### src/hdl/dsm_regs.svh
// Register offsets, field positions, reset values and protocol codes
`ifndef DSM_REGS_SVH
`define DSM_REGS_SVH

// Register indices; byte address is four times the index
`define DSM_MAP_BASE 12'h340
`define DSM_MAP_LAST 12'h35F
`define DSM_MAP_22 12'h351
`define DSM_MAP_3A 12'h35D
`define DSM_MAP_3C 12'h35E
`define DSM_MAP_3E 12'h35F
`define DSM_CTRL 12'h370
`define DSM_COLOUR 12'h378

// Field positions
`define DSM_LO_LSB 0
`define DSM_HI_LSB 4
`define DSM_IGMP_EN 6
`define DSM_MLD_OPT 3
`define DSM_MLD_EN 2
`define DSM_SNIFF 0
`define DSM_RED_LSB 4
`define DSM_YEL_LSB 2
`define DSM_GRN_LSB 0

// Writable masks and reset values
`define DSM_CTRL_MASK 8'h4D
`define DSM_CTRL_RST 8'h00
`define DSM_COLOUR_MASK 8'h3F
`define DSM_COLOUR_RST 8'h39
`define DSM_PRIO_RST 3'h0

// Protocol and next header codes
`define DSM_PROTO_IGMP 8'h02
`define DSM_NH_HOP 8'h00
`define DSM_NH_ICMP4 8'h01
`define DSM_NH_ICMP6 8'h3A
`define DSM_NH_RTG 8'h2B
`define DSM_NH_FRAG 8'h2C
`define DSM_NH_ESP 8'h32
`define DSM_NH_AH 8'h33
`define DSM_NH_DST 8'h3C

`endif

### src/hdl/dsm_pkg.sv
// Shared types of the DSCP map and snoop/mirror control block
package dsm_pkg;
  typedef logic [2:0] dsm_prio_t;
  typedef enum logic {
    DSM_RX_OR_TX,
    DSM_RX_AND_TX
  } dsm_sniff_t;
endpackage

### src/hdl/dsm_classify.sv
// Snoop and mirror decision for one frame per cycle
`timescale 1ns/10ps
`include "dsm_regs.svh"
module dsm_classify (
  // Clock and reset
  input wire logic core_clk_in,
  input wire logic sys_rst_in,
  // Control bits
  input wire logic igmp_en_in,
  input wire logic mld_en_in,
  input wire logic mld_opt_in,
  input wire dsm_pkg::dsm_sniff_t sniff_in,
  // Frame descriptor
  input wire logic pkt_valid_in,
  input wire logic pkt_is_ipv4_in,
  input wire logic pkt_is_ipv6_in,
  input wire logic [7:0] pkt_ipv4_proto_in,
  input wire logic [7:0] pkt_next_hdr_in,
  input wire logic [7:0] pkt_hbh_next_hdr_in,
  input wire logic pkt_src_match_in,
  input wire logic pkt_dst_match_in,
  // Decision
  output logic valid_out,
  output logic to_host_out,
  output logic mirror_out
);

  function automatic logic nh_hit(input logic opt, input logic [7:0] nh);
    logic base;
    logic ext;
    base = (nh == `DSM_NH_ICMP4) || (nh == `DSM_NH_ICMP6);
    ext = (nh == `DSM_NH_RTG) || (nh == `DSM_NH_FRAG) || (nh == `DSM_NH_ESP) ||
          (nh == `DSM_NH_AH) || (nh == `DSM_NH_DST);
    return opt ? ext : base;
  endfunction

  wire logic igmp_hit = pkt_is_ipv4_in && (pkt_ipv4_proto_in == `DSM_PROTO_IGMP);
  // Hop-by-hop header is looked through only one level deep
  wire logic mld_nh = nh_hit(mld_opt_in, pkt_next_hdr_in);
  wire logic mld_hbh = (pkt_next_hdr_in == `DSM_NH_HOP) &&
                       nh_hit(mld_opt_in, pkt_hbh_next_hdr_in);
  wire logic mld_hit = pkt_is_ipv6_in && (mld_nh || mld_hbh);
  wire logic snoop = (igmp_en_in && igmp_hit) || (mld_en_in && mld_hit);
  wire logic both = pkt_src_match_in && pkt_dst_match_in;
  wire logic either = pkt_src_match_in || pkt_dst_match_in;
  wire logic mirror = (sniff_in == dsm_pkg::DSM_RX_AND_TX) ? both : either;

  always_ff @(posedge core_clk_in) begin
    if (sys_rst_in) begin
      valid_out <= 1'b0;
      to_host_out <= 1'b0;
      mirror_out <= 1'b0;
    end else begin
      valid_out <= pkt_valid_in;
      to_host_out <= pkt_valid_in && snoop;
      mirror_out <= pkt_valid_in && mirror;
    end
  end

endmodule

### src/hdl/dsm_dscp_snoop_mirror_ctrl.sv
// The implementer's own choice: the Avalon-MM slave port.
`timescale 1ns/10ps
`include "dsm_regs.svh"
module dsm_dscp_snoop_mirror_ctrl #(
  parameter int ADDR_W = 14,
  parameter int MAP_REGS = 32
) (
  // Clock and reset
  input wire logic core_clk_in,
  input wire logic sys_rst_in,
  // Avalon-MM slave
  input wire logic [ADDR_W-1:0] avs_address_in,
  input wire logic avs_read_in,
  input wire logic avs_write_in,
  input wire logic [31:0] avs_writedata_in,
  input wire logic [3:0] avs_byteenable_in,
  output logic [31:0] avs_readdata_out,
  output logic avs_waitrequest_out,
  // Frame descriptor from the parser
  input wire logic pkt_valid_in,
  input wire logic pkt_is_ipv4_in,
  input wire logic pkt_is_ipv6_in,
  input wire logic [5:0] pkt_dscp_in,
  input wire logic [7:0] pkt_ipv4_proto_in,
  input wire logic [7:0] pkt_next_hdr_in,
  input wire logic [7:0] pkt_hbh_next_hdr_in,
  input wire logic pkt_src_match_in,
  input wire logic pkt_dst_match_in,
  // Frame decision
  output logic res_valid_out,
  output logic res_prio_valid_out,
  output logic [2:0] res_prio_out,
  output logic res_to_host_out,
  output logic res_mirror_out,
  // WRED colour code points
  output logic [1:0] colour_red_out,
  output logic [1:0] colour_yellow_out,
  output logic [1:0] colour_green_out
);

  if (ADDR_W < 12 || ADDR_W > 32) begin : g_bad_addr
    $error("ADDR_W must be 12 to 32");
  end
  if (MAP_REGS != 32) begin : g_bad_map
    $error("MAP_REGS must be 32 to cover 64 code points");
  end

  localparam int IW = ADDR_W - 2;
  localparam logic [IW-1:0] I_BASE = IW'(`DSM_MAP_BASE);
  localparam logic [IW-1:0] I_LAST = IW'(`DSM_MAP_LAST);
  localparam logic [IW-1:0] I_CTRL = IW'(`DSM_CTRL);
  localparam logic [IW-1:0] I_COL = IW'(`DSM_COLOUR);

  logic ack;
  logic [7:0] ctrl;
  logic [7:0] colour;
  logic [3*MAP_REGS-1:0] lo_vec;
  logic [3*MAP_REGS-1:0] hi_vec;

  // Bus decode
  wire logic [IW-1:0] widx = avs_address_in[ADDR_W-1:2];
  wire logic req = avs_read_in | avs_write_in;
  wire logic hit_map = (widx >= I_BASE) && (widx <= I_LAST);
  wire logic hit_ctrl = widx == I_CTRL;
  wire logic hit_col = widx == I_COL;
  wire logic [4:0] sel = widx[4:0];
  // Only byte lane 0 holds data; other lanes are ignored
  wire logic wr_go = avs_write_in & ack & avs_byteenable_in[0];
  wire logic wr_map = wr_go & hit_map;
  wire logic wr_ctrl = wr_go & hit_ctrl;
  wire logic wr_col = wr_go & hit_col;
  wire logic [7:0] wbyte = avs_writedata_in[7:0];

  // Every access waits exactly one cycle, so read data can be registered
  assign avs_waitrequest_out = req & ~ack;

  always_ff @(posedge core_clk_in) begin
    if (sys_rst_in) begin
      ack <= 1'b0;
    end else begin
      ack <= req & ~ack;
    end
  end

  // Priority map bank, two code points per register
  for (genvar g = 0; g < MAP_REGS; g++) begin : g_map
    logic [2:0] lo;
    logic [2:0] hi;
    wire logic wr_me = wr_map && (sel == 5'(g));
    always_ff @(posedge core_clk_in) begin
      if (sys_rst_in) begin
        lo <= `DSM_PRIO_RST;
        hi <= `DSM_PRIO_RST;
      end else if (wr_me) begin
        lo <= wbyte[`DSM_LO_LSB +: 3];
        hi <= wbyte[`DSM_HI_LSB +: 3];
      end
    end
    assign lo_vec[3*g +: 3] = lo;
    assign hi_vec[3*g +: 3] = hi;
  end

  // Reserved control bits are masked so they always read zero
  always_ff @(posedge core_clk_in) begin
    if (sys_rst_in) begin
      ctrl <= `DSM_CTRL_RST;
    end else if (wr_ctrl) begin
      ctrl <= wbyte & `DSM_CTRL_MASK;
    end
  end

  always_ff @(posedge core_clk_in) begin
    if (sys_rst_in) begin
      colour <= `DSM_COLOUR_RST;
    end else if (wr_col) begin
      colour <= wbyte & `DSM_COLOUR_MASK;
    end
  end

  // Read path; unmapped words read as zero and ignore writes
  wire logic [2:0] rd_lo = lo_vec[3*sel +: 3];
  wire logic [2:0] rd_hi = hi_vec[3*sel +: 3];
  wire logic [7:0] rd_map = {1'b0, rd_hi, 1'b0, rd_lo};
  wire logic [7:0] rd_byte = hit_map ? rd_map :
                             hit_ctrl ? ctrl :
                             hit_col ? colour : 8'h00;

  always_ff @(posedge core_clk_in) begin
    if (sys_rst_in) begin
      avs_readdata_out <= 32'h00000000;
    end else if (avs_read_in & ~ack) begin
      avs_readdata_out <= {24'h000000, rd_byte};
    end
  end

  // Priority lookup by DSCP
  wire logic [4:0] lk = pkt_dscp_in[5:1];
  wire dsm_pkg::dsm_prio_t lk_lo = lo_vec[3*lk +: 3];
  wire dsm_pkg::dsm_prio_t lk_hi = hi_vec[3*lk +: 3];
  wire dsm_pkg::dsm_prio_t lk_prio = pkt_dscp_in[0] ? lk_hi : lk_lo;
  wire logic is_ip = pkt_valid_in & (pkt_is_ipv4_in | pkt_is_ipv6_in);

  always_ff @(posedge core_clk_in) begin
    if (sys_rst_in) begin
      res_prio_valid_out <= 1'b0;
      res_prio_out <= `DSM_PRIO_RST;
    end else begin
      res_prio_valid_out <= is_ip;
      res_prio_out <= is_ip ? lk_prio : `DSM_PRIO_RST;
    end
  end

  // Mirror match inputs already carry the per-port settings
  dsm_classify u_classify (
    .core_clk_in(core_clk_in),
    .sys_rst_in(sys_rst_in),
    .igmp_en_in(ctrl[`DSM_IGMP_EN]),
    .mld_en_in(ctrl[`DSM_MLD_EN]),
    .mld_opt_in(ctrl[`DSM_MLD_OPT]),
    .sniff_in(dsm_pkg::dsm_sniff_t'(ctrl[`DSM_SNIFF])),
    .pkt_valid_in(pkt_valid_in),
    .pkt_is_ipv4_in(pkt_is_ipv4_in),
    .pkt_is_ipv6_in(pkt_is_ipv6_in),
    .pkt_ipv4_proto_in(pkt_ipv4_proto_in),
    .pkt_next_hdr_in(pkt_next_hdr_in),
    .pkt_hbh_next_hdr_in(pkt_hbh_next_hdr_in),
    .pkt_src_match_in(pkt_src_match_in),
    .pkt_dst_match_in(pkt_dst_match_in),
    .valid_out(res_valid_out),
    .to_host_out(res_to_host_out),
    .mirror_out(res_mirror_out)
  );

  assign colour_red_out = colour[`DSM_RED_LSB +: 2];
  assign colour_yellow_out = colour[`DSM_YEL_LSB +: 2];
  assign colour_green_out = colour[`DSM_GRN_LSB +: 2];

  wire logic pkt_v4 = pkt_valid_in && pkt_is_ipv4_in;
  wire logic pkt_v6 = pkt_valid_in && pkt_is_ipv6_in && !pkt_is_ipv4_in;
  wire logic wr_3a = wr_map && (widx == IW'(`DSM_MAP_3A));
  wire logic wr_22 = wr_map && (widx == IW'(`DSM_MAP_22));
  wire logic rd_3e = avs_read_in && !ack && (widx == IW'(`DSM_MAP_3E));
  wire logic nh_icmp6 = pkt_next_hdr_in == `DSM_NH_ICMP6;
  wire logic nh_hbh_ah = (pkt_next_hdr_in == `DSM_NH_HOP) &&
                         (pkt_hbh_next_hdr_in == `DSM_NH_AH);
  wire logic nh_hbh_icmp4 = (pkt_next_hdr_in == `DSM_NH_HOP) &&
                            (pkt_hbh_next_hdr_in == `DSM_NH_ICMP4);
  wire logic pkt_ip = pkt_valid_in && (pkt_is_ipv4_in || pkt_is_ipv6_in);
endmodule

### config.mk
export PLATFORM = sky130hd
export DESIGN_NAME = dsm_dscp_snoop_mirror_ctrl
export DESIGN_NICKNAME = d
export VERILOG_FILES = /design/src/hdl/dsm_pkg.sv /design/src/hdl/dsm_classify.sv /design/src/hdl/dsm_dscp_snoop_mirror_ctrl.sv
export VERILOG_INCLUDE_DIRS = /design/src /design/src/hdl
export SDC_FILE = /design/constraint.sdc
export NUM_CORES = 1
export LEC_CHECK = 0
export ABC_AREA = 0
export BUFFER_PORTS_ARGS = -buffer_cell sky130_fd_sc_hd__buf_4
export CORE_MARGIN = 2
export CORE_UTILIZATION = 49
export CTS_CLUSTER_DIAMETER = 200
export CTS_CLUSTER_SIZE = 25
export DETAILED_ROUTE_END_ITERATION = 8
export GPL_ROUTABILITY_DRIVEN = 0
export PLACE_DENSITY = 0.69
export SYNTH_ARGS = -nofsm -noshare
export SYNTH_HDL_FRONTEND = slang
export SYNTH_SLANG_ARGS = --single-unit
### constraint.sdc
create_clock -name core_clk_in -period 2.3 [get_ports core_clk_in]
set_clock_uncertainty 0.2 [all_clocks]
set_input_delay 0.23 -clock core_clk_in [delete_from_list [all_inputs] [get_ports core_clk_in]]
set_output_delay 0.23 -clock core_clk_in [all_outputs]
set_load 0.02 [all_outputs]
==> run metrics <==
H-Tree Depth 1; hold endpoint g_map[11].lo[0]; layout cell share with drive strength beyond 1 0.252; Worst setup EP type flop; LEAKAGE 4.86 nW; # Max-Cap Violations 0; Fillers 2028; ys async rst share 0; Cell Pwr Density 507 nW/um^2; max frequency 0.447 GHz; critical path required time 2510 ps; FF-to-FF setup slack 60 ps; Max FO, Critical Path 7; fin crit share 0.974; register area share after synthesis 0.375; HPWL after DPL 23300 um; IO Pins 135; unrepaired setup endpoints after global routing yes; initial antenna violation count 1; cell depth of the worst flop-to-flop path 10; Final setup violation count 0; Total GRT Usage 0.270; Inserted Clock Buffers 12; Core ar. 23300 sq um; Critical R2R Capture g_map[13].hi[1]; first-pass GRT wire length 52000 um; GR Overflow Total 0; Synth Cell Area 11600 sq um; Seq cells post-synth 217; DIE AREA 24900 sq um; Gate power share 0.113; Fin Setup TNS 0 ps; # rows 56; sequential fraction of design power 0.549; starting density of the core 0.496; Final Power 6.86 mW; Cell variety after synth 62; Worst Slack Setup Final 60.7 ps; Die Wd 158 um; WHS Path Cells 3; Max-slew headroom 0.347; switching pwr 1.78 mW; post-DR vias/cell 6.02; Antenna Nets Post-Route 0; Post-Place Setup Slack -172 ps; # DRC 0; Clk pin slew, worst setup/hold paths 110 ps; maximum clock insertion buffer count 3; port buffer count 79; critical path launch point type flop; min-delay src avs_writedata_in[0]; worst-skew pair later-pin latency 490 ps; vias in the first global route 9214; hold_ws 13.2 ps; Tmin final 2240 ps; Die Y 158 um; Syn Inst Count 1210; P_int 5.08 mW; status complete, no violations; Synth Flop Type dfxtp_1; Final Cell Area 13500 sq um; # nets final 1406; Switching Share 0.260; largest net degree at the start of global routing 211; Max Slew Vio Count 0; Syn Area/Cell 9.56 sq um; maximum vdd drop 0.342 mV; WL per Instance 20.8 um; Clk pwr share 0.338; Ys Warns 0; kind of critical path flop to flop; Vias 9858; CTS tree built; crit path DAT 2440 ps; DP Area 13000 sq um; Layout area overhead 17.1%; total wire length 34000 um; Hold WC Path Type primary input to flop; FF-to-FF Start ack; DR pass1 iterations 5; Least-Margin Pin Slew 979 ps; initial DRC count 906; Final Hold Fails 0; clk sinks 217; EDFF count, synth 0; clock root buffer clkbuf_16
==> power groups by stage <==
stage | sequential, mW | clock [mW] | combinational (mW)
2_1_floorplan | 3.87 | 0 | 0.457
3_3_place_gp | 3.86 | 0 | 0.738
3_5_place_dp | 3.86 | 0 | 0.741
4_1_cts | 3.77 | 2.35 | 0.759
5_1_grt | 3.77 | 2.47 | 0.815
6_report | 3.77 | 2.32 | 0.774
==> metrics by stage <==
stage,utilization,std cells
floorplan,-,1234
global route,0.580,1636
finish,0.580,1637
CTS,0.578,1634
global placement,0.558,1607
detailed placement,0.558,1607
==> layout make-up <==
type | count | area [sq um] | share of cell area
Multi-Input combinational cell | 881 | 6670 | 0.493
Sequential cell | 217 | 4350 | 0.321
Timing Repair Buffer | 203 | 1780 | 0.132
Tap cell | 319 | 399 | 0.0295
Clock buffer | 13 | 325 | 0.0240
Clock inverter | 1 | 8.76 | 0.000647
Inverter | 2 | 7.51 | 0.000554
Antenna cell | 1 | 2.50 | 0.000185
==> kinds of logic (layout without fill, tap and decap cells) <==
logic type	count (synthesis)	in the layout	share of synthesized area
compound gates	231	231	0.116
buf+inv	136	219	0.0590
flops	217	217	0.375
simple gates	397	397	0.162
mux	228	228	0.288
other cells	1	26	0.000324
==> cell usage after synthesis, types with 10 or more instances <==
cell,instances,area share
buf_2,30,0.013
a211oi_1,14,0.0091
dfxtp_1,217,0.38
nor2b_1,18,0.0097
a21oi_1,110,0.048
nand3_1,62,0.027
o22ai_1,10,0.0054
nor2_1,126,0.041
mux4_2,83,0.16
clkbuf_1,67,0.022
mux2i_1,139,0.12
buf_4,29,0.019
nand2_1,133,0.043
o21ai_0,51,0.022
==> per-layer routing <==
metal	vias to the layer above	share of wire	global-route usage
met5	-	0	0
met4	0	0.028	0.0818
met3	65	0.083	0.0468
met2	462	0.47	0.439
met1	4794	0.42	0.369
li1	4537	-	-
==> registers in the layout (all words and copies together) (netlist names), 3 cells and up <==
signal	cells
g_map.hi	96
g_map.lo	96
avs_readdata_out	7
colour	6
ctrl	4
res_prio_out	3
==> worst max path at each step <==
stage                          endpoint               start
floorplan               g_map[30].hi[0]                 ack
finish                  g_map[13].hi[1]                 ack
detailed placement  avs_readdata_out[2]  avs_address_in[13]
global route            g_map[13].hi[1]                 ack
CTS                     g_map[14].hi[2]                 ack
global placement    avs_readdata_out[2]  avs_address_in[13]
==> worst max-delay path, cell delays in order (launching register included) <==
cell and delay [ps]:
dfxtp_2 350, nand3_2 70, buf_4 150, nor4b_2 300
buf_4 210, nand2_1 200, buf_4 230, nor2_1 120
buf_4 140, nand2_1 50, a21oi_1 150
==> layout by cell type, fill, tap and decap left out, types with 5 or more instances in the layout <==
cell type      synthesis  final
o21ai_0               51     51
and3_1                 5      5
nor2_2                 8     12
a211oi_1              14     14
nand2_1              133    124
nor2_1               126    122
nor3_1                 5      5
conb_1                 1     25
nand2_2                0      9
nand3_1               62     62
mux2i_1              139    139
a22oi_1                8      8
nor2b_1               18     18
dlygate4sd3_1          0     13
buf_4                 29    168
a21oi_1              110    109
mux2_2                 6      6
nand2b_1               5      5
o22ai_1               10     10
a31oi_1                8      8
dfxtp_1              217    216
a211o_1                5      5
mux4_2                83     83
buf_12                 0     17
clkbuf_16              0     13
==> timing repair <==
item	CTS	global route
hold buffers	13	0
endpoints found under the setup margin	16	131
pin swaps	0	2
resized for setup	1	19
gates cloned	0	1
buffers inserted	0	1
endpoints found under the hold margin	10	0
Note: power is estimated with default switching activity, not from simulation.
